$ cat config.mk
export PLATFORM = sky130hd
export DESIGN_NAME = eepin_top
export DESIGN_NICKNAME = d
export VERILOG_FILES = /design/src/eepin_pkg.sv /design/src/eepin_fifo.sv /design/src/eepin_top.sv
export SDC_FILE = /design/constraint.sdc
export NUM_CORES = 1
export LEC_CHECK = 0
export ABC_AREA = 1
export ABC_CLOCK_PERIOD_IN_PS = 1800
export BUFFER_PORTS_ARGS = -buffer_cell sky130_fd_sc_hd__buf_2
export CORE_MARGIN = 10
export CORE_UTILIZATION = 35
export CTS_CLUSTER_DIAMETER = 50
export CTS_CLUSTER_SIZE = 20
export DETAILED_ROUTE_END_ITERATION = 16
export SLEW_MARGIN = 20
export SYNTH_ARGS = -nofsm -noshare
export SYNTH_HDL_FRONTEND = slang
export SYNTH_SLANG_ARGS = --single-unit
$ cat constraint.sdc
create_clock -name clk_i -period 1.8 [get_ports clk_i]
set_input_delay 0.09 -clock clk_i [delete_from_list [all_inputs] [get_ports clk_i]]
set_output_delay 0.09 -clock clk_i [all_outputs]
set_load 0.05 [all_outputs]
$ cat src/eepin_pkg.sv
// Package of constants for the two-wire EEPROM pin front end.
// Assumes a 50 MHz system clock; all times are converted to cycles here.
package eepin_pkg;
  // ----------------------------------------
  // Clock and timing
  // ----------------------------------------
  localparam int CLK_MHZ          = 50;       // System clock rate
  localparam int GLITCH_NS        = 100;      // Widest pulse to reject
  localparam int GLITCH_CYC       = (GLITCH_NS * CLK_MHZ + 999) / 1000 + 1; // Must exceed
  localparam int POWERUP_US       = 1000;     // Power-up to ready, 1 ms
  localparam int POWERUP_CYC      = (POWERUP_US * CLK_MHZ) - 4; // Less sync and output flops
  // ----------------------------------------
  // Address layout
  // ----------------------------------------
  localparam logic [3:0] TYPE_CODE_RST = 4'h6;  // Device-type code, value arbitrary
  localparam int TYPE_MSB         = 7;        // Type code field top bit
  localparam int SEL_MSB          = 3;        // Select field top bit
  localparam int SEL_LSB          = 1;        // Select field bottom bit
  localparam int RW_BIT           = 0;        // Read/write flag bit
  localparam logic [2:0] SEL_NONE = 3'h0;     // Select code without select pins
  localparam int FIFO_DEPTH       = 4;        // Received-byte buffer depth
endpackage

$ cat src/eepin_fifo.sv
// Small synchronous FIFO with valid/ready on both sides.
// Assumes one clock, asynchronous active-low reset.
module eepin_fifo #(
  parameter int WIDTH = 8,
  parameter int DEPTH = 4
) (
  input  wire logic             clk_i,
  input  wire logic             nrst_i,
  input  wire logic [WIDTH-1:0] in_data_i,
  input  wire logic             in_valid_i,
  output logic                  in_ready_o,
  output logic [WIDTH-1:0]      out_data_o,
  output logic                  out_valid_o,
  input  wire logic             out_ready_i
);
  localparam int AW = (DEPTH > 1) ? $clog2(DEPTH) : 1;

  initial begin
    if (DEPTH < 2 || (DEPTH & (DEPTH - 1)) != 0) begin
      $error("eepin_fifo: DEPTH must be a power of two of at least 2");
    end
  end

  // ----------------------------------------
  // Storage and pointers
  // ----------------------------------------
  logic [WIDTH-1:0] mem [DEPTH];      // Word storage
  logic [AW:0]      wr_ptr;           // Write pointer with wrap bit
  logic [AW:0]      rd_ptr;           // Read pointer with wrap bit
  logic [AW:0]      next_wr_ptr;
  logic [AW:0]      next_rd_ptr;
  logic             push;
  logic             pop;

  // Flags derived from pointers; full when wrap bits differ and the index bits match
  always_comb begin
    in_ready_o  = !((wr_ptr[AW] != rd_ptr[AW]) && (wr_ptr[AW-1:0] == rd_ptr[AW-1:0]));
    out_valid_o = (wr_ptr != rd_ptr);
    out_data_o  = mem[rd_ptr[AW-1:0]];
    push        = in_valid_i && in_ready_o;
    pop         = out_valid_o && out_ready_i;
    next_wr_ptr = push ? wr_ptr + 1'b1 : wr_ptr;
    next_rd_ptr = pop ? rd_ptr + 1'b1 : rd_ptr;
  end

  // Pointer registers
  always_ff @(posedge clk_i or negedge nrst_i) begin
    if (!nrst_i) begin
      wr_ptr <= '0;
      rd_ptr <= '0;
    end else begin
      wr_ptr <= next_wr_ptr;
      rd_ptr <= next_rd_ptr;
    end
  end

  // Memory write, no reset needed on data
  always_ff @(posedge clk_i) begin
    if (push) begin
      mem[wr_ptr[AW-1:0]] <= in_data_i;
    end
  end
endmodule

$ cat src/eepin_top.sv
// Pin front end of a two-wire serial EEPROM slave: filtering, framing,
// address match, acknowledge, write protect, and byte transmit.
// Assumes bus pins are asynchronous to clk_i; a memory core sits on the
// user side and consumes received bytes and supplies read bytes.

// Overview of operation
// - Sample on SCL rise, change after fall
// - SDA open drain: pull low, never high
// - Match three select bits against select inputs
// - Floating select inputs count as low
// - Variants without select pins answer 000
// - Upper four bits must match type code
// - Write protect high refuses all writes
// - Floating write protect counts as low
// - Variants without protect pin always allow writes
// - Protect strobed before first data byte
// - No address acknowledge while write busy
// - Ready within 1 ms after supply stable
// - Standby above trigger, reset below it
// - Reject bus pulses of 100 ns or less
module eepin_top #(
  parameter int         POWERUP_CYCLES = eepin_pkg::POWERUP_CYC, // Readiness delay
  parameter bit         HAS_SEL_PINS   = 1'b1,   // Package has select inputs
  parameter bit         HAS_WP_PIN     = 1'b1,   // Package has protect input
  parameter logic [3:0] TYPE_CODE      = eepin_pkg::TYPE_CODE_RST
) (
  input  wire logic       clk_i,
  input  wire logic       nrst_i,
  input  wire logic       por_ok_i,
  input  wire logic       scl_i,
  input  wire logic       sda_i,
  output logic            sda_o,
  output logic            sda_oe_o,
  input  wire logic [2:0] select_i,
  input  wire logic       wp_i,
  input  wire logic       write_busy_i,
  output logic [7:0]      rx_data_o,
  output logic            rx_valid_o,
  output logic            rx_first_o,
  input  wire logic       rx_ready_i,
  input  wire logic [7:0] tx_data_i,
  output logic            tx_take_o,
  output logic            selected_o,
  output logic            reading_o,
  output logic            stop_o,
  output logic            ready_o
);
  initial begin
    if (POWERUP_CYCLES < 1) begin
      $error("eepin_top: POWERUP_CYCLES must be at least 1");
    end
  end

  localparam int GW = $clog2(eepin_pkg::GLITCH_CYC + 1);
  localparam int PW = $clog2(POWERUP_CYCLES + 1);

  // ----------------------------------------
  // Synchronisers and glitch filters
  // ----------------------------------------
  logic [1:0] scl_sync;              // Two-flop chain for SCL
  logic [1:0] sda_sync;              // Two-flop chain for SDA
  logic [1:0] wp_sync;               // Two-flop chain for protect
  logic [1:0] por_sync;              // Two-flop chain for supply good
  logic [2:0] sel_meta;              // First stage for select inputs
  logic [2:0] sel_sync;              // Second stage for select inputs
  logic       scl_f;                 // Filtered SCL
  logic       sda_f;                 // Filtered SDA
  logic       next_scl_f;
  logic       next_sda_f;
  logic [GW-1:0] scl_cnt;            // Stability counter for SCL
  logic [GW-1:0] sda_cnt;            // Stability counter for SDA
  logic [GW-1:0] next_scl_cnt;
  logic [GW-1:0] next_sda_cnt;

  // Pins cross into clk_i; only the second stage is read
  always_ff @(posedge clk_i or negedge nrst_i) begin
    if (!nrst_i) begin
      scl_sync <= 2'h3;
      sda_sync <= 2'h3;
      wp_sync  <= 2'h0;
      por_sync <= 2'h0;
      sel_meta <= 3'h0;
      sel_sync <= 3'h0;
    end else begin
      scl_sync <= {scl_sync[0], scl_i};
      sda_sync <= {sda_sync[0], sda_i};
      wp_sync  <= {wp_sync[0], wp_i};
      por_sync <= {por_sync[0], por_ok_i};
      sel_meta <= select_i;
      sel_sync <= sel_meta;
    end
  end

  // A level only passes once stable longer than the glitch width
  always_comb begin
    next_scl_f   = scl_f;
    next_sda_f   = sda_f;
    next_scl_cnt = '0;
    next_sda_cnt = '0;
    if (scl_sync[1] != scl_f) begin
      next_scl_cnt = scl_cnt + 1'b1;
      if (scl_cnt == GW'(eepin_pkg::GLITCH_CYC - 1)) begin
        next_scl_f   = scl_sync[1];
        next_scl_cnt = '0;
      end
    end
    if (sda_sync[1] != sda_f) begin
      next_sda_cnt = sda_cnt + 1'b1;
      if (sda_cnt == GW'(eepin_pkg::GLITCH_CYC - 1)) begin
        next_sda_f   = sda_sync[1];
        next_sda_cnt = '0;
      end
    end
  end

  // Filter registers
  always_ff @(posedge clk_i or negedge nrst_i) begin
    if (!nrst_i) begin
      scl_f   <= 1'b1;
      sda_f   <= 1'b1;
      scl_cnt <= '0;
      sda_cnt <= '0;
    end else begin
      scl_f   <= next_scl_f;
      sda_f   <= next_sda_f;
      scl_cnt <= next_scl_cnt;
      sda_cnt <= next_sda_cnt;
    end
  end

  // ----------------------------------------
  // Power-up readiness
  // ----------------------------------------
  logic [PW-1:0] pu_cnt;             // Cycles since supply good
  logic [PW-1:0] next_pu_cnt;
  logic          ready;              // Device accepts bus traffic
  logic          next_ready;

  // Supply drop returns to reset; readiness waits the power-up delay
  always_comb begin
    next_pu_cnt = pu_cnt;
    next_ready  = ready;
    if (!por_sync[1]) begin
      next_pu_cnt = '0;
      next_ready  = 1'b0;
    end else if (!ready) begin
      next_pu_cnt = pu_cnt + 1'b1;
      if (pu_cnt == PW'(POWERUP_CYCLES - 1)) begin
        next_ready = 1'b1;
      end
    end
  end

  // Readiness registers
  always_ff @(posedge clk_i or negedge nrst_i) begin
    if (!nrst_i) begin
      pu_cnt <= '0;
      ready  <= 1'b0;
    end else begin
      pu_cnt <= next_pu_cnt;
      ready  <= next_ready;
    end
  end

  // ----------------------------------------
  // Bus events
  // ----------------------------------------
  logic scl_d;                       // Filtered SCL one cycle ago
  logic sda_d;                       // Filtered SDA one cycle ago
  logic scl_rise;
  logic scl_fall;
  logic start_ev;
  logic stop_ev;

  always_ff @(posedge clk_i or negedge nrst_i) begin
    if (!nrst_i) begin
      scl_d <= 1'b1;
      sda_d <= 1'b1;
    end else begin
      scl_d <= scl_f;
      sda_d <= sda_f;
    end
  end

  // Edges of filtered lines only, so glitches make no events
  always_comb begin
    scl_rise = scl_f && !scl_d;
    scl_fall = !scl_f && scl_d;
    start_ev = scl_f && scl_d && sda_d && !sda_f;
    stop_ev  = scl_f && scl_d && !sda_d && sda_f;
  end

  // ----------------------------------------
  // Byte engine
  // ----------------------------------------
  typedef enum logic [2:0] {
    EEPIN_IDLE, EEPIN_ADDR, EEPIN_ADDR_ACK, EEPIN_RX, EEPIN_RX_ACK,
    EEPIN_TX, EEPIN_TX_ACK
  } eepin_state_t;

  eepin_state_t state;
  eepin_state_t next_state;
  logic [7:0]   shreg;               // Shift register, both directions
  logic [7:0]   next_shreg;
  logic [3:0]   bitcnt;              // Bits seen in current byte
  logic [3:0]   next_bitcnt;
  logic         drive_low;           // Pull SDA low
  logic         next_drive_low;
  logic         first_data;          // Flags received bytes up to the first data byte
  logic         next_first_data;
  logic [1:0]   addr_bytes;          // Word address bytes still expected
  logic [1:0]   next_addr_bytes;
  logic         wp_held;             // Protect level strobed for this write
  logic         next_wp_held;
  logic         push;                // Offer received byte to buffer
  logic         next_push;
  logic         take;                // Pulse to fetch next read byte
  logic         next_take;
  logic         fifo_in_ready;
  logic [2:0]   own_sel;             // Own select code
  logic         addr_ok;
  logic         is_data;
  logic         wp_eff;

  // Address and protect decode
  always_comb begin
    own_sel = HAS_SEL_PINS ? sel_sync : eepin_pkg::SEL_NONE;
    wp_eff  = HAS_WP_PIN ? wp_sync[1] : 1'b0;
    addr_ok = (shreg[eepin_pkg::TYPE_MSB -: 4] == TYPE_CODE)
           && (shreg[eepin_pkg::SEL_MSB:eepin_pkg::SEL_LSB] == own_sel)
           && !write_busy_i;
    is_data = (addr_bytes == 2'h0);
  end

  // Next state of the byte engine
  always_comb begin
    next_state      = state;
    next_shreg      = shreg;
    next_bitcnt     = bitcnt;
    next_drive_low  = drive_low;
    next_first_data = first_data;
    next_addr_bytes = addr_bytes;
    next_wp_held    = wp_held;
    next_push       = push && !fifo_in_ready;
    next_take       = 1'b0;
    if (!ready) begin
      next_state     = EEPIN_IDLE;
      next_drive_low = 1'b0;
      next_push      = 1'b0;
    end else if (start_ev) begin
      next_state     = EEPIN_ADDR;
      next_bitcnt    = 4'h0;
      next_drive_low = 1'b0;
    end else if (stop_ev) begin
      next_state     = EEPIN_IDLE;
      next_drive_low = 1'b0;
    end else begin
      case (state)
        EEPIN_IDLE: begin
          next_drive_low = 1'b0;
        end
        EEPIN_ADDR, EEPIN_RX: begin
          if (scl_rise) begin
            next_shreg  = {shreg[6:0], sda_f};
            next_bitcnt = bitcnt + 4'h1;
          end
          if (scl_fall && bitcnt == 4'h8) begin
            next_bitcnt = 4'h0;
            if (state == EEPIN_ADDR) begin
              if (addr_ok) begin
                next_state     = EEPIN_ADDR_ACK;
                next_drive_low = 1'b1;
                if (!shreg[eepin_pkg::RW_BIT]) begin
                  next_addr_bytes = 2'h2;
                  next_first_data = 1'b1;
                end
              end else begin
                next_state = EEPIN_IDLE;
              end
            end else begin
              if (is_data && wp_held) begin
                next_state = EEPIN_IDLE;
              end else begin
                next_state     = EEPIN_RX_ACK;
                next_drive_low = 1'b1;
                next_push      = 1'b1;
              end
            end
          end
        end
        EEPIN_ADDR_ACK: begin
          if (scl_fall) begin
            next_drive_low = 1'b0;
            if (shreg[eepin_pkg::RW_BIT]) begin
              next_state     = EEPIN_TX;
              next_shreg     = tx_data_i;
              next_take      = 1'b1;
              next_drive_low = !tx_data_i[7];
            end else begin
              next_state = EEPIN_RX;
            end
          end
        end
        EEPIN_RX_ACK: begin
          if (scl_fall) begin
            next_drive_low = 1'b0;
            next_state     = EEPIN_RX;
            if (is_data) begin
              next_first_data = 1'b0;
            end else begin
              next_addr_bytes = addr_bytes - 2'h1;
              next_wp_held    = (addr_bytes == 2'h1) ? wp_eff : wp_held;
            end
          end
        end
        EEPIN_TX: begin
          if (scl_fall) begin
            next_bitcnt = bitcnt + 4'h1;
            if (bitcnt == 4'h7) begin
              next_state     = EEPIN_TX_ACK;
              next_bitcnt    = 4'h0;
              next_drive_low = 1'b0;
            end else begin
              next_shreg     = {shreg[6:0], 1'b1};
              next_drive_low = !shreg[6];
            end
          end
        end
        EEPIN_TX_ACK: begin
          if (scl_rise) begin
            if (sda_f) begin
              next_state = EEPIN_IDLE;
            end else begin
              next_shreg = tx_data_i;
              next_take  = 1'b1;
            end
          end
          if (scl_fall && state == next_state) begin
            next_state     = EEPIN_TX;
            next_drive_low = !shreg[7];
          end
        end
        default: begin
          next_state = EEPIN_IDLE;
        end
      endcase
    end
  end

  // Byte engine registers; SCL itself is never driven
  always_ff @(posedge clk_i or negedge nrst_i) begin
    if (!nrst_i) begin
      state      <= EEPIN_IDLE;
      shreg      <= 8'h00;
      bitcnt     <= 4'h0;
      drive_low  <= 1'b0;
      first_data <= 1'b0;
      addr_bytes <= 2'h0;
      wp_held    <= 1'b0;
      push       <= 1'b0;
      take       <= 1'b0;
    end else begin
      state      <= next_state;
      shreg      <= next_shreg;
      bitcnt     <= next_bitcnt;
      drive_low  <= next_drive_low;
      first_data <= next_first_data;
      addr_bytes <= next_addr_bytes;
      wp_held    <= next_wp_held;
      push       <= next_push;
      take       <= next_take;
    end
  end

  // ----------------------------------------
  // Received byte buffer and outputs
  // ----------------------------------------
  logic [8:0] fifo_out;
  logic       fifo_valid;

  eepin_fifo #(
    .WIDTH (9),
    .DEPTH (eepin_pkg::FIFO_DEPTH)
  ) u_fifo (
    .clk_i       (clk_i),
    .nrst_i      (nrst_i),
    .in_data_i   ({first_data, shreg}),
    .in_valid_i  (push),
    .in_ready_o  (fifo_in_ready),
    .out_data_o  (fifo_out),
    .out_valid_o (fifo_valid),
    .out_ready_i (rx_ready_i && !rx_valid_o)
  );

  // Output registers; a buffered word is held until rx_ready_i
  always_ff @(posedge clk_i or negedge nrst_i) begin
    if (!nrst_i) begin
      sda_o      <= 1'b0;
      sda_oe_o   <= 1'b0;
      rx_data_o  <= 8'h00;
      rx_first_o <= 1'b0;
      rx_valid_o <= 1'b0;
      tx_take_o  <= 1'b0;
      selected_o <= 1'b0;
      reading_o  <= 1'b0;
      stop_o     <= 1'b0;
      ready_o    <= 1'b0;
    end else begin
      sda_o      <= 1'b0;
      sda_oe_o   <= next_drive_low;
      if (rx_valid_o && rx_ready_i) begin
        rx_valid_o <= 1'b0;
      end else if (!rx_valid_o && fifo_valid && rx_ready_i) begin
        rx_valid_o <= 1'b1;
        rx_data_o  <= fifo_out[7:0];
        rx_first_o <= fifo_out[8];
      end
      tx_take_o  <= take;
      selected_o <= (state != EEPIN_IDLE) && (state != EEPIN_ADDR);
      reading_o  <= (state == EEPIN_TX) || (state == EEPIN_TX_ACK);
      stop_o     <= stop_ev && ready;
      ready_o    <= ready;
    end
  end
endmodule
* Word level (Yosys, flattened, before mapping)
Memories as Yosys holds them, arrays and structs flattened. A register that Yosys moved wholly into a read port is not among the register bits.
Cells that the tools add are included.
** Storage, ports and cells
- Memory bits (writable) :: 36
- Register bits after elaboration :: 75
- Bits of input ports :: 19
- Output and inout port bits :: 17
- Memories :: 1
** Memory list
- u_fifo.mem :: depth 4, width 9, read ports 1, clocked after memory_dff 1, wr ports 1, RTL line eepin_fifo.sv:27 : logic [WIDTH-1:0] mem [DEPTH];
** Operators by class
- Bitwise operators :: 4
- Eq/ne operators :: 49
- Reductions and logical operators :: 53
- Mux-type cells :: 91
- Add/subtract/negate cells :: 7
** Operator list (number)
- 3-bit two-way mux :: 22
- 8-bit two-way mux :: 7
- 1-bit two-way mux :: 40
- 16-bit two-way mux :: 2
- 2-bit inequality test (second input constant) :: 16
- 8-bit one-hot mux with 4 select lines :: 1
- 5-bit inequality test (second input constant) :: 6
- 10-bit AND reduction :: 3
- 4-bit two-way mux :: 6
- 1-bit logical AND :: 22
- 3-bit one-hot mux with 6 select lines :: 1
- 16-bit by 1-bit adder with 16-bit output (second input constant) :: 1
- 16-bit == test (second input constant) :: 1
- 3-bit == test (second input constant) :: 5
- 2-bit two-way mux :: 7
- 3-bit by 1-bit adder with 3-bit output (second input constant) :: 4
- 6-bit inequality test (second input constant) :: 2
- 1-bit zero test :: 11
- 11-bit AND reduction :: 1
- 9-bit by 1-bit inequality test with 1-bit output (second input constant) :: 1
- 4-bit by 3-bit == test with 1-bit output (second input constant) :: 2
- 4-bit inequality test (second input constant) :: 2
- 4-bit one-hot mux with 2 select lines :: 1
- 8-bit AND reduction :: 1
- other kinds (27) :: 39

* Logic depth before layout (Yosys ltp)
Gate-level depths: netlist of run 1.
- Depth in word-level cells :: 14
- Gate-level depth with buffers :: 11

* Hierarchy
Synthesis of run 1 repeated with hierarchy kept, for this count alone.
** Unflattened totals
- Cells, all modules :: 623
- Area, all modules :: 5649.2 um^2
** Modules (own cells, without submodules)
- eepin_top :: area each 3834.9 um^2, cells each 475, seq. area each 1961.9 um^2, times used 1
- eepin_fifo :: area each 1814.2 um^2, cells each 148, seq. area each 1231.2 um^2, times used 1

* Worst setup path after synthesis of run 1
Ideal clock, no wire load.
- Kind :: reg-to-reg
- Start point :: reg u_fifo.wr_ptr[0]
- End point :: mem u_fifo.mem[3][0] (enable)
- Data arrival time :: 1.261 ns
- Period minus slack after synthesis :: 1.638 ns
- Data required time :: 1.423 ns
- Stages on the path, launching flop included :: 5
- Setup slack :: 0.162 ns
- Path buffers :: 0
- Path through :: dfrtp_1 xnor2_1 nand3_1 nand2_1 nor2_1
** Between the ends
- Longest elaborated chain between the ends :: 6
** RTL lines
- start, declared :: RTL line eepin_fifo.sv:28 : logic [AW:0] wr_ptr;
- start signal, assigned :: RTL line eepin_fifo.sv:52 : wr_ptr <= next_wr_ptr;
- 2-bit == test :: RTL line eepin_fifo.sv:37 : in_ready_o = !((wr_ptr[AW] != rd_ptr[AW]) && (wr_ptr[AW-1:0] == rd_ptr[AW-1:0]));
- 1-bit logical AND :: RTL line eepin_fifo.sv:37
- 1-bit zero test :: RTL line eepin_fifo.sv:37
- 1-bit logical AND :: RTL line eepin_fifo.sv:40 : push = in_valid_i && in_ready_o;
- 1-bit two-way mux :: RTL line eepin_fifo.sv:59 : if (push) begin
- 1-bit two-way mux (implied by the code) :: RTL line eepin_fifo.sv:60 : mem[wr_ptr[AW-1:0]] <= in_data_i;
- end, declared :: RTL line eepin_fifo.sv:27
Parallel ways exist; a longest one is shown, timed or not.

* Final worst setup path of run 1
- Start point :: reg state[1]
- End point :: reg shreg[2]
** Between the ends
- Longest elaborated chain between the ends :: 4
- Elaborated cells between the ends (all ways) :: 16
- Classes of those cells :: eq/ne (12); mux (1); reduce/logical (3)
** RTL lines
- start, declared :: RTL line eepin_top.sv:201 : eepin_state_t state;
- start signal, assigned :: RTL line eepin_top.sv:363 : state <= next_state;
- 3-bit by 1-bit == test with 1-bit output or 3-bit by 2-bit == test with 1-bit output (tied branches) :: RTL line eepin_top.sv:258 : case (state)
- 2-bit OR reduction :: RTL line eepin_top.sv:258
- 4-bit nonzero test (no line) or 2-bit inequality test (tied branches)
- 11-bit AND reduction (no line)
- end signal, assigned :: RTL line eepin_top.sv:364 : shreg <= next_shreg;
- end, declared :: RTL line eepin_top.sv:203 : logic [7:0] shreg;
Parallel ways exist; a longest one is shown, timed or not.
A chain may end at the register's enable or synchronous reset.

==> results of run 1 <==
==> logic make-up (layout without fill, tap and decap cells) <==
group / after synthesis / after routing / share of synthesized area, %
other: 1 / 1 / 0.06743
AND/OR/NAND/NOR: 296 / 296 / 24.03
AO/OA/AOI/OAI: 89 / 89 / 8.617
XOR/XNOR: 10 / 10 / 1.575
multiplexers: 3 / 3 / 0.5624
adder cells (fa/ha/maj): 10 / 10 / 2.250
flip-flops: 120 / 120 / 57.41
buffers and inverters: 78 / 168 / 5.489
==> worst paths after layout <==
path | startpoint | end | slack, ps
max | state[1]$_DFFE_PN0P_ | shreg[2]$_DFFE_PN0P_ | 130
min | tx_data_i[0] | shreg[0]$_DFFE_PN0P_ | 40
max reg2reg | state[1]$_DFFE_PN0P_ | shreg[2]$_DFFE_PN0P_ | 130
min reg2reg | take$_DFF_PN0_ | tx_take_o$_DFF_PN0_ | 340
max in group asynchronous | nrst_i | scl_d$_DFF_PN1_ | 1150
min in group asynchronous | nrst_i | u_fifo.rd_ptr[0]$_DFFE_PN0P_ | 240
==> worst max-delay path, delay by kind of cell, from the launching register on <==
kind	cells	cell delay, ps
compound gates	1	100
simple gates	7	850
flops	1	420
buf+inv	1	180
==> routing by layer <==
metal / vias up / GRT usage, % / share of wire (%)
li1: 2173 / - / -
met5: - / 0 / 0
met4: 0 / 4.454 / 2.0
met2: 113 / 20.13 / 49
met1: 2053 / 13.87 / 44
met3: 26 / 3.461 / 5.1
==> layout make-up <==
cell class                 instances  area, µm²
clock buffer                      24      471.7
clock inverter                     8      76.32
fill                            1537       8889
inverter                          68      259.0
multi-input combinational        409       2073
sequential                       120       3194
tap                              216      270.3
timing repair buffer              68      479.2
==> through the flow <==
stage	std cells	power, mW	instance area (µm²)	setup slack (ps)	utilization [%]
after global placement	870	5.052	6156	120.3	39.18
after CTS	911	8.254	6794	36.77	43.24
after floorplan	607	4.604	5562	162.2	-
after detailed placement	870	5.098	6156	79.69	39.18
after global routing	913	8.632	6824	5.700	43.43
final	913	8.191	6824	134.6	43.43
==> timing repair <==
action                                  in CTS  in global routing
buffers inserted                             0                  2
endpoints found under the hold margin       84                  0
gates resized for setup                      0                  6
endpoints found under the setup margin       0                 12
hold buffers                                 9                  0
==> sequential cells by signal, indices dropped and copies added, names as in the netlist, 2 cells and up <==
signal / flops
u_fifo.mem: 36
pu_cnt: 16
rx_data_o: 8
shreg: 8
bitcnt: 4
own_sel: 3
scl_cnt: 3
sda_cnt: 3
sel_meta: 3
state: 3
u_fifo.rd_ptr: 3
u_fifo.wr_ptr: 3
addr_bytes: 2
por_sync: 2
scl_sync: 2
sda_sync: 2
wp_sync: 2
==> cell usage in the layout, fill, tap and decap left out, drive strengths merged <==
cell and count:
a31oi 2, clkinv 5, nor3b 1, mux2 1, o211ai 1, nand4 22, dfstp 8, o31ai 1
bufinv 1, nand3 32, xnor2 5, a211oi 1, nor2 80, o21ai 51, inv 67, ha 10
buf 59, edfxtp 36, or2 1, nor3 12, clkinvlp 3, clkbuf 24, dlygate4sd3 9, mux2i 2
nand2 145, dfrtp 76, conb 1, nand3b 3, o22ai 10, a21oi 23, xor2 5
==> synth_stat cells <==
| master | count |
|---|---|
| buf_1 | 1 |
| nor2_8 | 2 |
| conb_1 | 1 |
| a21oi_2 | 1 |
| clkbuf_1 | 6 |
| xor2_1 | 5 |
| buf_4 | 2 |
| o21ai_2 | 2 |
| nor2_4 | 3 |
| nor3_1 | 12 |
| clkinv_2 | 1 |
| ha_1 | 10 |
| nand3_4 | 1 |
| nand4_1 | 22 |
| nand3_1 | 30 |
| xnor2_1 | 5 |
| nand3_2 | 1 |
| inv_2 | 4 |
| o211ai_1 | 1 |
| inv_1 | 61 |
| a31oi_1 | 2 |
| clkinv_1 | 1 |
| edfxtp_1 | 36 |
| dfstp_2 | 8 |
| nand2_4 | 2 |
| buf_2 | 1 |
| o21ai_1 | 1 |
| nor2_2 | 3 |
| or2_2 | 1 |
| nand2_1 | 142 |
| nor3b_1 | 1 |
| a21oi_1 | 22 |
| o31ai_1 | 1 |
| nor2_1 | 72 |
| nand3b_1 | 3 |
| nand2_2 | 1 |
| a211oi_1 | 1 |
| mux2i_1 | 2 |
| o21ai_0 | 48 |
| inv_4 | 1 |
| mux2_2 | 1 |
| o22ai_1 | 10 |
| dfrtp_1 | 76 |
==> power by group through the flow <==
stage | clock network, mW | registers [mW] | logic, mW
final | 3.10 | 3.28 | 1.81
after detailed placement | 0 | 3.32 | 1.77
after floorplan | 0 | 3.72 | 0.885
after CTS | 3.17 | 3.28 | 1.80
after global placement | 0 | 3.31 | 1.74
after global routing | 3.30 | 3.31 | 2.02
==> impl_metrics.toml, run 1 <==
[clock_network]
htreeDepth = 4
root_buffer = "clkbuf_16"
ctsLongestPathBuffers = 2
cts-buffers-inserted = 17
clk_pin_slew_ps = 50
cts.sinks = 120
clk_latency_ps = 410
cts_tree = "done"

[final_layout]
drive_above_1_share_pct = 17.50
nets = 713
areaGrowthSynthToFinish_pct = 22.70
n_antenna_cell = 0

[power]
p_per_area_nw_per_um2 = 1200
power_frac_comb_pct = 22.2
p_int_mw = 5.623
power.leakage_nw = 3.148
power_switching_mw = 2.569
power_frac_clock_pct = 37.8
ir_drop_v = 0.0006571
swShare_pct = 31.36
pwr-share-seq_pct = 40.0

[drt]
route.detailed.drc = 0
viasPerCell = 4.781
firstDrtPassIters = 5
vias = 4365
ant_nets = 0
drt_iter0_drc = 270
wl_um = 12330
wl_per_cell_um = 13.51

[setup_path]
cp_slowest_cell = "dfrtp_1"
crit_path_max_fanout = 9
crit_path_cell_trace = "buf_4 -> nor2_8 -> nand2_2 -> nand2_4 -> o21ai_2 -> nor2_8 -> nand3_4 -> nand2_1 -> nand2_1"
cp.arrival_ps = 1970
ff2ff_path_depth = 9
end_kind = "flop"
slowest_delay_ps = 420
crit_type = "flop to flop"
cp_data_required_time_ps = 2100
cp-start-kind = "flop"

[placement]
hpwlAfterDp_um = 8890
io_buffers = 34
gp_congestion = 0.9684

[synthesis]
avgSynthCellArea_um2 = 9.162
netlist_area_um2 = 5562
synth_top_cell_by_area = "dfrtp_1"
synth_area_leaders = "dfrtp_1 (34%), edfxtp_1 (19%), nand2_1 (9.6%)"
ys_warn_count = 0
ys_seq_area_share_pct = 57.41
synth.top_cell.area_share_pct = 34.20
ys_ff_latch = 120
mappedNetlistNets = 636
synth_cell_type_count = 43
syn_inst = 607

[timing]
rsz0062_at_grt = "no"
fin_skew_ps = 7.593
fmax_mhz = 600.4
setup_viol = 0
final.period_utilization_pct = 92.52
slew_violations = 0
final_hold_viol_count = 0
fin_crit_ps = 1665
tns_ps = 0
fin_hold_ws_ps = 37.69

[floorplan]
core-area_um2 = 15710
die_w_um = 146.1
die_height_um = 146.1
ioPinCount = 36
dieArea_um2 = 21330
initial_core_util_pct = 35.40
rows = 46

[global_route]
grt_pass1_wl_um = 20780
grt_overflow = 0
grt_pass1_vias = 4292
antenna_found_initial = 0
grt.total_usage_pct = 11.84
grt_max_degree = 85

[job]
drv_cap = 0

[min_path]
worst_hold_path_type = "primary input to flop"
whs_path_depth = 3

[run_status]
status = "finished clean"
(Power assumes the default switching activity.)
==> run 2: changes to the inputs <==
- CTS_BUF_LIST: unset -> sky130_fd_sc_hd__clkbuf_4
- SYNTH_HIERARCHICAL: unset -> 1
==> run 2 against run 1 <==
Net effect:
- via count increased by 2.1%
- design area is 0.29% higher
- total power shrank 34%
- flip-flop and latch count unchanged
- sequential power shrank 7.6%
- critical path depth down 1
- clock skew is 13 ps higher
- synthesized cell count up 2.6%
- final cell count up 3.5%
- combinational power fell by 70%
==> impl_metrics.toml, run 2 <==
[clock_network]
clk_pin_slew_ps = 100
ctsLongestPathBuffers = 2
cts-buffers-inserted = 17
clk_latency_ps = 530
htreeDepth = 4
cts_setup_buffers = 0
cts_tree = "done"
root_buffer = "clkbuf_4"
cts.sinks = 120

[setup_path]
critPathBufInv = 2
slowest_delay_ps = 450
cp_data_required_time_ps = 2270
crit_family = "simple AND/OR/NAND/NOR gates"
crit_path_cell_trace = "inv_2 -> nor2_2 -> nand2_1 -> o21ai_0 -> inv_1 -> nand3_1 -> nand2_1 -> nand2_1"
cp_common_cell = "nand2_1"
crit_path_max_fanout = 6
r2r_start = "state[2]$_DFFE_PN0P_"
cp_slowest_cell = "dfrtp_1"
end_kind = "flop"
r2r_end = "addr_bytes[0]$_DFFE_PN0P_"
cp-start-kind = "flop"
rrSetupSlack_ps = 130
ff2ff_path_depth = 8
cp.arrival_ps = 2140
crit_type = "flop to flop"

[drt]
route.met2.wl_um = 6363
firstDrtPassIters = 5
route.detailed.drc = 0
viasPerCell = 4.714
drt-met1-wl_um = 5597
dr_wl_met3_um = 578
highest_layer = "met4"
vias = 4455
wl_per_cell_um = 13.46
drt_iter0_drc = 221
ant_nets = 0
wl_um = 12720

[final_layout]
final_util_pct = 43.24
drive_above_1_share_pct = 21.12
multi_input_area_um2 = 2178
register_area_um2 = 3194
largest_reg_flops = 36
fillers = 1560
stdcell_area_um2 = 6844
n_antenna_cell = 0
final_common_cell = "nand2_1"
nets = 745
most-common-layout-cells = "nand2_1 (152), dfrtp_1 (75), nor2_1 (68)"
final_cells = 945
areaGrowthSynthToFinish_pct = 21.15

[floorplan]
dieArea_um2 = 21620
initial_core_util_pct = 35.69
ioPinCount = 36
die_w_um = 147.0
rows = 46
die_height_um = 147.0
core-area_um2 = 15830

[timing]
fin_crit_ps = 1674
fin_hold_ws_ps = 96.94
final.period_utilization_pct = 93.03
final_hold_viol_count = 0
setup_viol = 0
slew_violations = 0
fmax_mhz = 597.2
tightest_slew_ps = 532.8
tns_ps = 0
rsz0062_at_grt = "yes"
fin_skew_ps = 20.95
relSlewSlack_pct = 64.48

[min_path]
worstHoldEndpoint = "sda_oe_o$_DFFE_PN0P_"
worst_hold_path_type = "primary input to flop"
min_from = "write_busy_i"
whs_path_depth = 8

[global_route]
antenna_found_initial = 0
grt_pass1_vias = 4442
grt.total_usage_pct = 12.21
grt_pass1_wl_um = 21730
grt_overflow = 0
grt_max_degree = 41

[placement]
placed_area_um2 = 6346
io_buffers = 34
gp_congestion = 0.9253
hpwlAfterDp_um = 9399
place_inst = 895

[synthesis]
mappedNetlistNets = 652
netlist_area_um2 = 5649
synth_area_leaders = "dfrtp_1 (34%), edfxtp_1 (19%), nand2_1 (10%)"
ys_warn_count = 6
synth_cell_type_count = 41
netlist_top_cells_count = "nand2_1 (153), dfrtp_1 (76), nor2_1 (72), inv_1 (62), nand3_1 (42)"
ys_seq_area_share_pct = 56.52
synth_edf_count = 36
ys_ff_latch = 120
synth_top_cell_by_area = "dfrtp_1"
avgSynthCellArea_um2 = 9.068
synth.most_common_cell = "nand2_1"
synthArstFlopShare_pct = 70.00
syn_inst = 623
synth_flop_cell = "dfrtp_1"
synth.top_cell.area_share_pct = 33.67

[power]
p_per_area_nw_per_um2 = 794.9
power.leakage_nw = 3.320
ir_drop_v = 0.0004101

[run_status]
status = "finished clean"

[job]
drv_cap = 0
run 2: worst max-delay path by stage:
stage / from / end / depth (start not counted)
floorplan: rx_valid_o$_DFFE_PN0P_ / rx_data_o[0]$_DFFE_PN0P_ / 3
global placement: scl_f$_DFFE_PN1P_ / state[1]$_DFFE_PN0P_ / 9
detailed placement: scl_f$_DFFE_PN1P_ / state[2]$_DFFE_PN0P_ / 9
CTS: sda_f$_DFFE_PN1P_ / state[1]$_DFFE_PN0P_ / 10
global route: state[1]$_DFFE_PN0P_ / shreg[7]$_DFFE_PN0P_ / 9
finish: state[2]$_DFFE_PN0P_ / addr_bytes[0]$_DFFE_PN0P_ / 8
run 2: repair_timing:
action / CTS / global route
hold buffers: 18 / 0
endpoints found under the setup margin: 2 / 25
resized for setup: 1 / 11
cloned: 0 / 0
pin swaps: 0 / 3
endpoints found under the hold margin: 102 / 0
run 2: where the power goes:
group | switching (mW) | total, mW | internal, mW
clock | 0.960 | 1.87 | 0.911
combinational | 0.323 | 0.535 | 0.213
sequential | 0.0925 | 3.03 | 2.94
total | 1.38 | 5.44 | 4.06
run 2: cell type report:
class / instances / area share, %
Timing Repair Buffer: 83 / 9.689
Sequential cell: 120 / 46.67
Inverter: 69 / 3.784
Multi-Input combinational cell: 425 / 31.83
Tap cell: 216 / 3.949
Clock buffer: 23 / 2.523
Clock inverter: 9 / 1.554
run 2: logic make-up (layout without fill, tap and decap cells):
| kind of cell | count (synthesis) | in the layout | synth area share (%) |
|---|---|---|---|
| mux | 10 | 10 | 1.971 |
| buf+inv | 78 | 184 | 5.537 |
| other cells | 1 | 1 | 0.06638 |
| flops | 120 | 120 | 56.52 |
| simple gates | 324 | 324 | 25.78 |
| compound gates | 76 | 76 | 7.287 |
| fa+ha+maj | 10 | 10 | 2.215 |
| xor+xnor | 4 | 4 | 0.6203 |
run 2: tightest hold or removal path: stages:
cell,delay [ps]
buf_2,80
nor2_1,40
nand2_1,50
nor2_1,40
nand3_1,80
nand2_1,70
nand4_1,80
nand2_1,50
run 2: stage by stage:
stage | power, mW | setup WS [ps]
final | 5.440 | 125.5
after global routing | 5.734 | -38.95
after CTS | 5.505 | 43.58
after global placement | 3.558 | 18.94
after floorplan | 3.360 | 223.7
after detailed placement | 3.577 | 1.374
run 2: routing by layer:
layer	vias up	track usage, %
met1	2106	14.87
met4	0	3.568
li1	2253	-
met2	81	20.40
met3	15	3.686
met5	-	0
==> run 3: changes to the inputs <==
- CELL_PAD_IN_SITES_DETAIL_PLACEMENT: unset -> 1
- CELL_PAD_IN_SITES_GLOBAL_PLACEMENT: unset -> 1
- PLACE_DENSITY_LB_ADDON: unset -> 0.1
==> run 3 against run 2 <==
Net effect:
- first-iteration DRC count fell by 27%
- utilization rose by 0.17 points
- sequential share of layout area fell by 0.16 points
- routed wire length rose by 15%
- clock power barely moved
- via count rose by 2.9%
- combinational power rose by 7.9%
- maximum frequency fell by 0.47%
- critical path type unchanged
- largest cell class unchanged
==> impl_metrics.toml, run 3 (synthesis results as in run 2) <==
[timing]
final.period_utilization_pct = 93.47
fin_skew_ps = 12.87
fin_crit_ps = 1682
setup_ws_ps = 117.6
tightest_slew_ps = 515.1
slew_violations = 0
tns_ps = 0
setup_viol = 0
fmax_mhz = 594.4
fin_hold_ws_ps = 92.24
final_hold_viol_count = 0
relSlewSlack_pct = 65.55

[final_layout]
drive_above_1_share_pct = 22.80
most-common-layout-cells = "nand2_1 (150), dfrtp_1 (74), nor2_1 (66)"
register_area_um2 = 3196
areaGrowthSynthToFinish_pct = 21.62
nets = 754
fillers = 1856
multi_input_area_um2 = 2195
final_cells = 954
final_util_pct = 43.41
largest_reg_flops = 36
final_common_cell = "nand2_1"
stdcell_area_um2 = 6870

[power]
ir_drop_v = 0.0003254
power_switching_mw = 1.487
power_frac_clock_pct = 34.2
swShare_pct = 27.02
p_int_mw = 4.016
pwr-share-seq_pct = 55.4
power_frac_comb_pct = 10.5
power.leakage_nw = 3.337
p_per_area_nw_per_um2 = 800.9
power_mw = 5.503

[floorplan]
dieArea_um2 = 21620
initial_core_util_pct = 35.69
rows = 46
die_height_um = 147.0
die_w_um = 147.0
ioPinCount = 36
core-area_um2 = 15830

[clock_network]
clk_pin_slew_ps = 110
clk_latency_ps = 540
root_buffer = "clkbuf_4"
htreeDepth = 4
ctsLongestPathBuffers = 2
cts.sinks = 120
cts-buffers-inserted = 17
cts_tree = "done"

[setup_path]
ff2ff_path_depth = 10
end_kind = "flop"
crit_path_cell_trace = "inv_2 -> nand2_1 -> nor2_2 -> buf_4 -> nand2_1 -> o21ai_2 -> nor2_4 -> buf_4 -> nand4_1 -> nand2_1"
crit_family = "simple AND/OR/NAND/NOR gates"
cp_slowest_cell = "dfrtp_2"
worstSetupPathDepth = 10
cp.arrival_ps = 2110
cp-start-kind = "flop"
cp_data_required_time_ps = 2230
crit_type = "flop to flop"
critPathBufInv = 3
crit_path_max_fanout = 5
crit_start = "state[1]$_DFFE_PN0P_"
slowest_delay_ps = 470
rrSetupSlack_ps = 120
r2r_start = "state[1]$_DFFE_PN0P_"
cp_common_cell = "nand2_1"

[global_route]
grt.total_usage_pct = 14.16
grtUsageMet1_pct = 16.55
grt_pass1_wl_um = 24550
busiest_layer = "met2"
grt_max_degree = 37
grt_overflow = 0
grt.met3_usage_pct = 3.501
gr-usage-met2_pct = 24.95
grt_pass1_vias = 4768
antenna_found_initial = 1

[run_status]
status = "finished clean"

[placement]
place_ws_ps = -21.50
placed_area_um2 = 6349
io_buffers = 34
gp_congestion = 0.8353
hpwlAfterDp_um = 10920
place_inst = 902

[job]
drv_cap = 0

[drt]
ant_nets = 0
route.detailed.drc = 0
wl_um = 14660
firstDrtPassIters = 4
vias = 4584
viasPerCell = 4.805
drt_iter0_drc = 162
wl_per_cell_um = 15.36

[min_path]
worst_hold_path_type = "primary input to async pin"
==> run 3: changes by cell type in the layout (fill, tap and decap cells not counted), moves of 2 or more <==
cell        previous run  this run
clkbuf_4              23        19
nand2_2                7         9
nor2_1                68        66
clkinv_4               1         4
nand2_1              152       150
buf_4                 26        40
buf_12                 6         2
clkinvlp_4             3         1
nor2_4                 2         4
==> run 3: repair_timing <==
| action | in CTS | in global routing |
|---|---|---|
| endpoints found under the setup margin | 7 | 19 |
| endpoints found under the hold margin | 102 | 0 |
| pin swaps | 0 | 5 |
| setup buffers | 0 | 3 |
| hold buffers | 17 | 0 |
| gates resized for setup | 2 | 16 |
==> run 3: per-layer routing <==
layer  vias to the layer above  share of wire [%]
li1                       2261                  -
met1                      2255                 45
met2                        57                 52
met3                        11                2.8
met4                         0                1.0
met5                         -                  0
==> run 3: layout make-up <==
class / instances / share of cell area [%]
timing repair buffer: 92 / 9.834
sequential: 120 / 46.51
antenna: 1 / 0.03642
clock inverter: 12 / 1.894
multi-input combinational: 425 / 31.94
inverter: 69 / 3.770
tap: 216 / 3.934
clock buffer: 19 / 2.076
==> run 3: path summary, 6_finish.rpt <==
check | endpoint
setup / recovery | shreg[4]$_DFFE_PN0P_
hold / removal | sda_cnt[2]$_DFF_PN0_
setup reg to reg | shreg[4]$_DFFE_PN0P_
hold reg to reg | own_sel[2]$_DFF_PN0_
max in group asynchronous | shreg[2]$_DFFE_PN0P_
min in group clk_i | shreg[1]$_DFFE_PN0P_
==> run 3: power groups by stage <==
stage                     clock network [mW]  registers [mW]  logic [mW]
after detailed placement                   0            3.09       0.530
after floorplan                            0            3.08       0.281
after global placement                     0            3.08       0.508
final                                   1.88            3.05       0.577
after CTS                               1.96            3.04       0.568
after global routing                    2.10            3.07       0.660
==> run 3: worst reg2reg max path, cell delays in order, from the launching register on <==
cell and delay (ps):
dfrtp_2 470, inv_2 70, nand2_1 110, nor2_2 170, buf_4 160, nand2_1 110
o21ai_2 110, nor2_4 70, buf_4 150, nand4_1 100, nand2_1 60
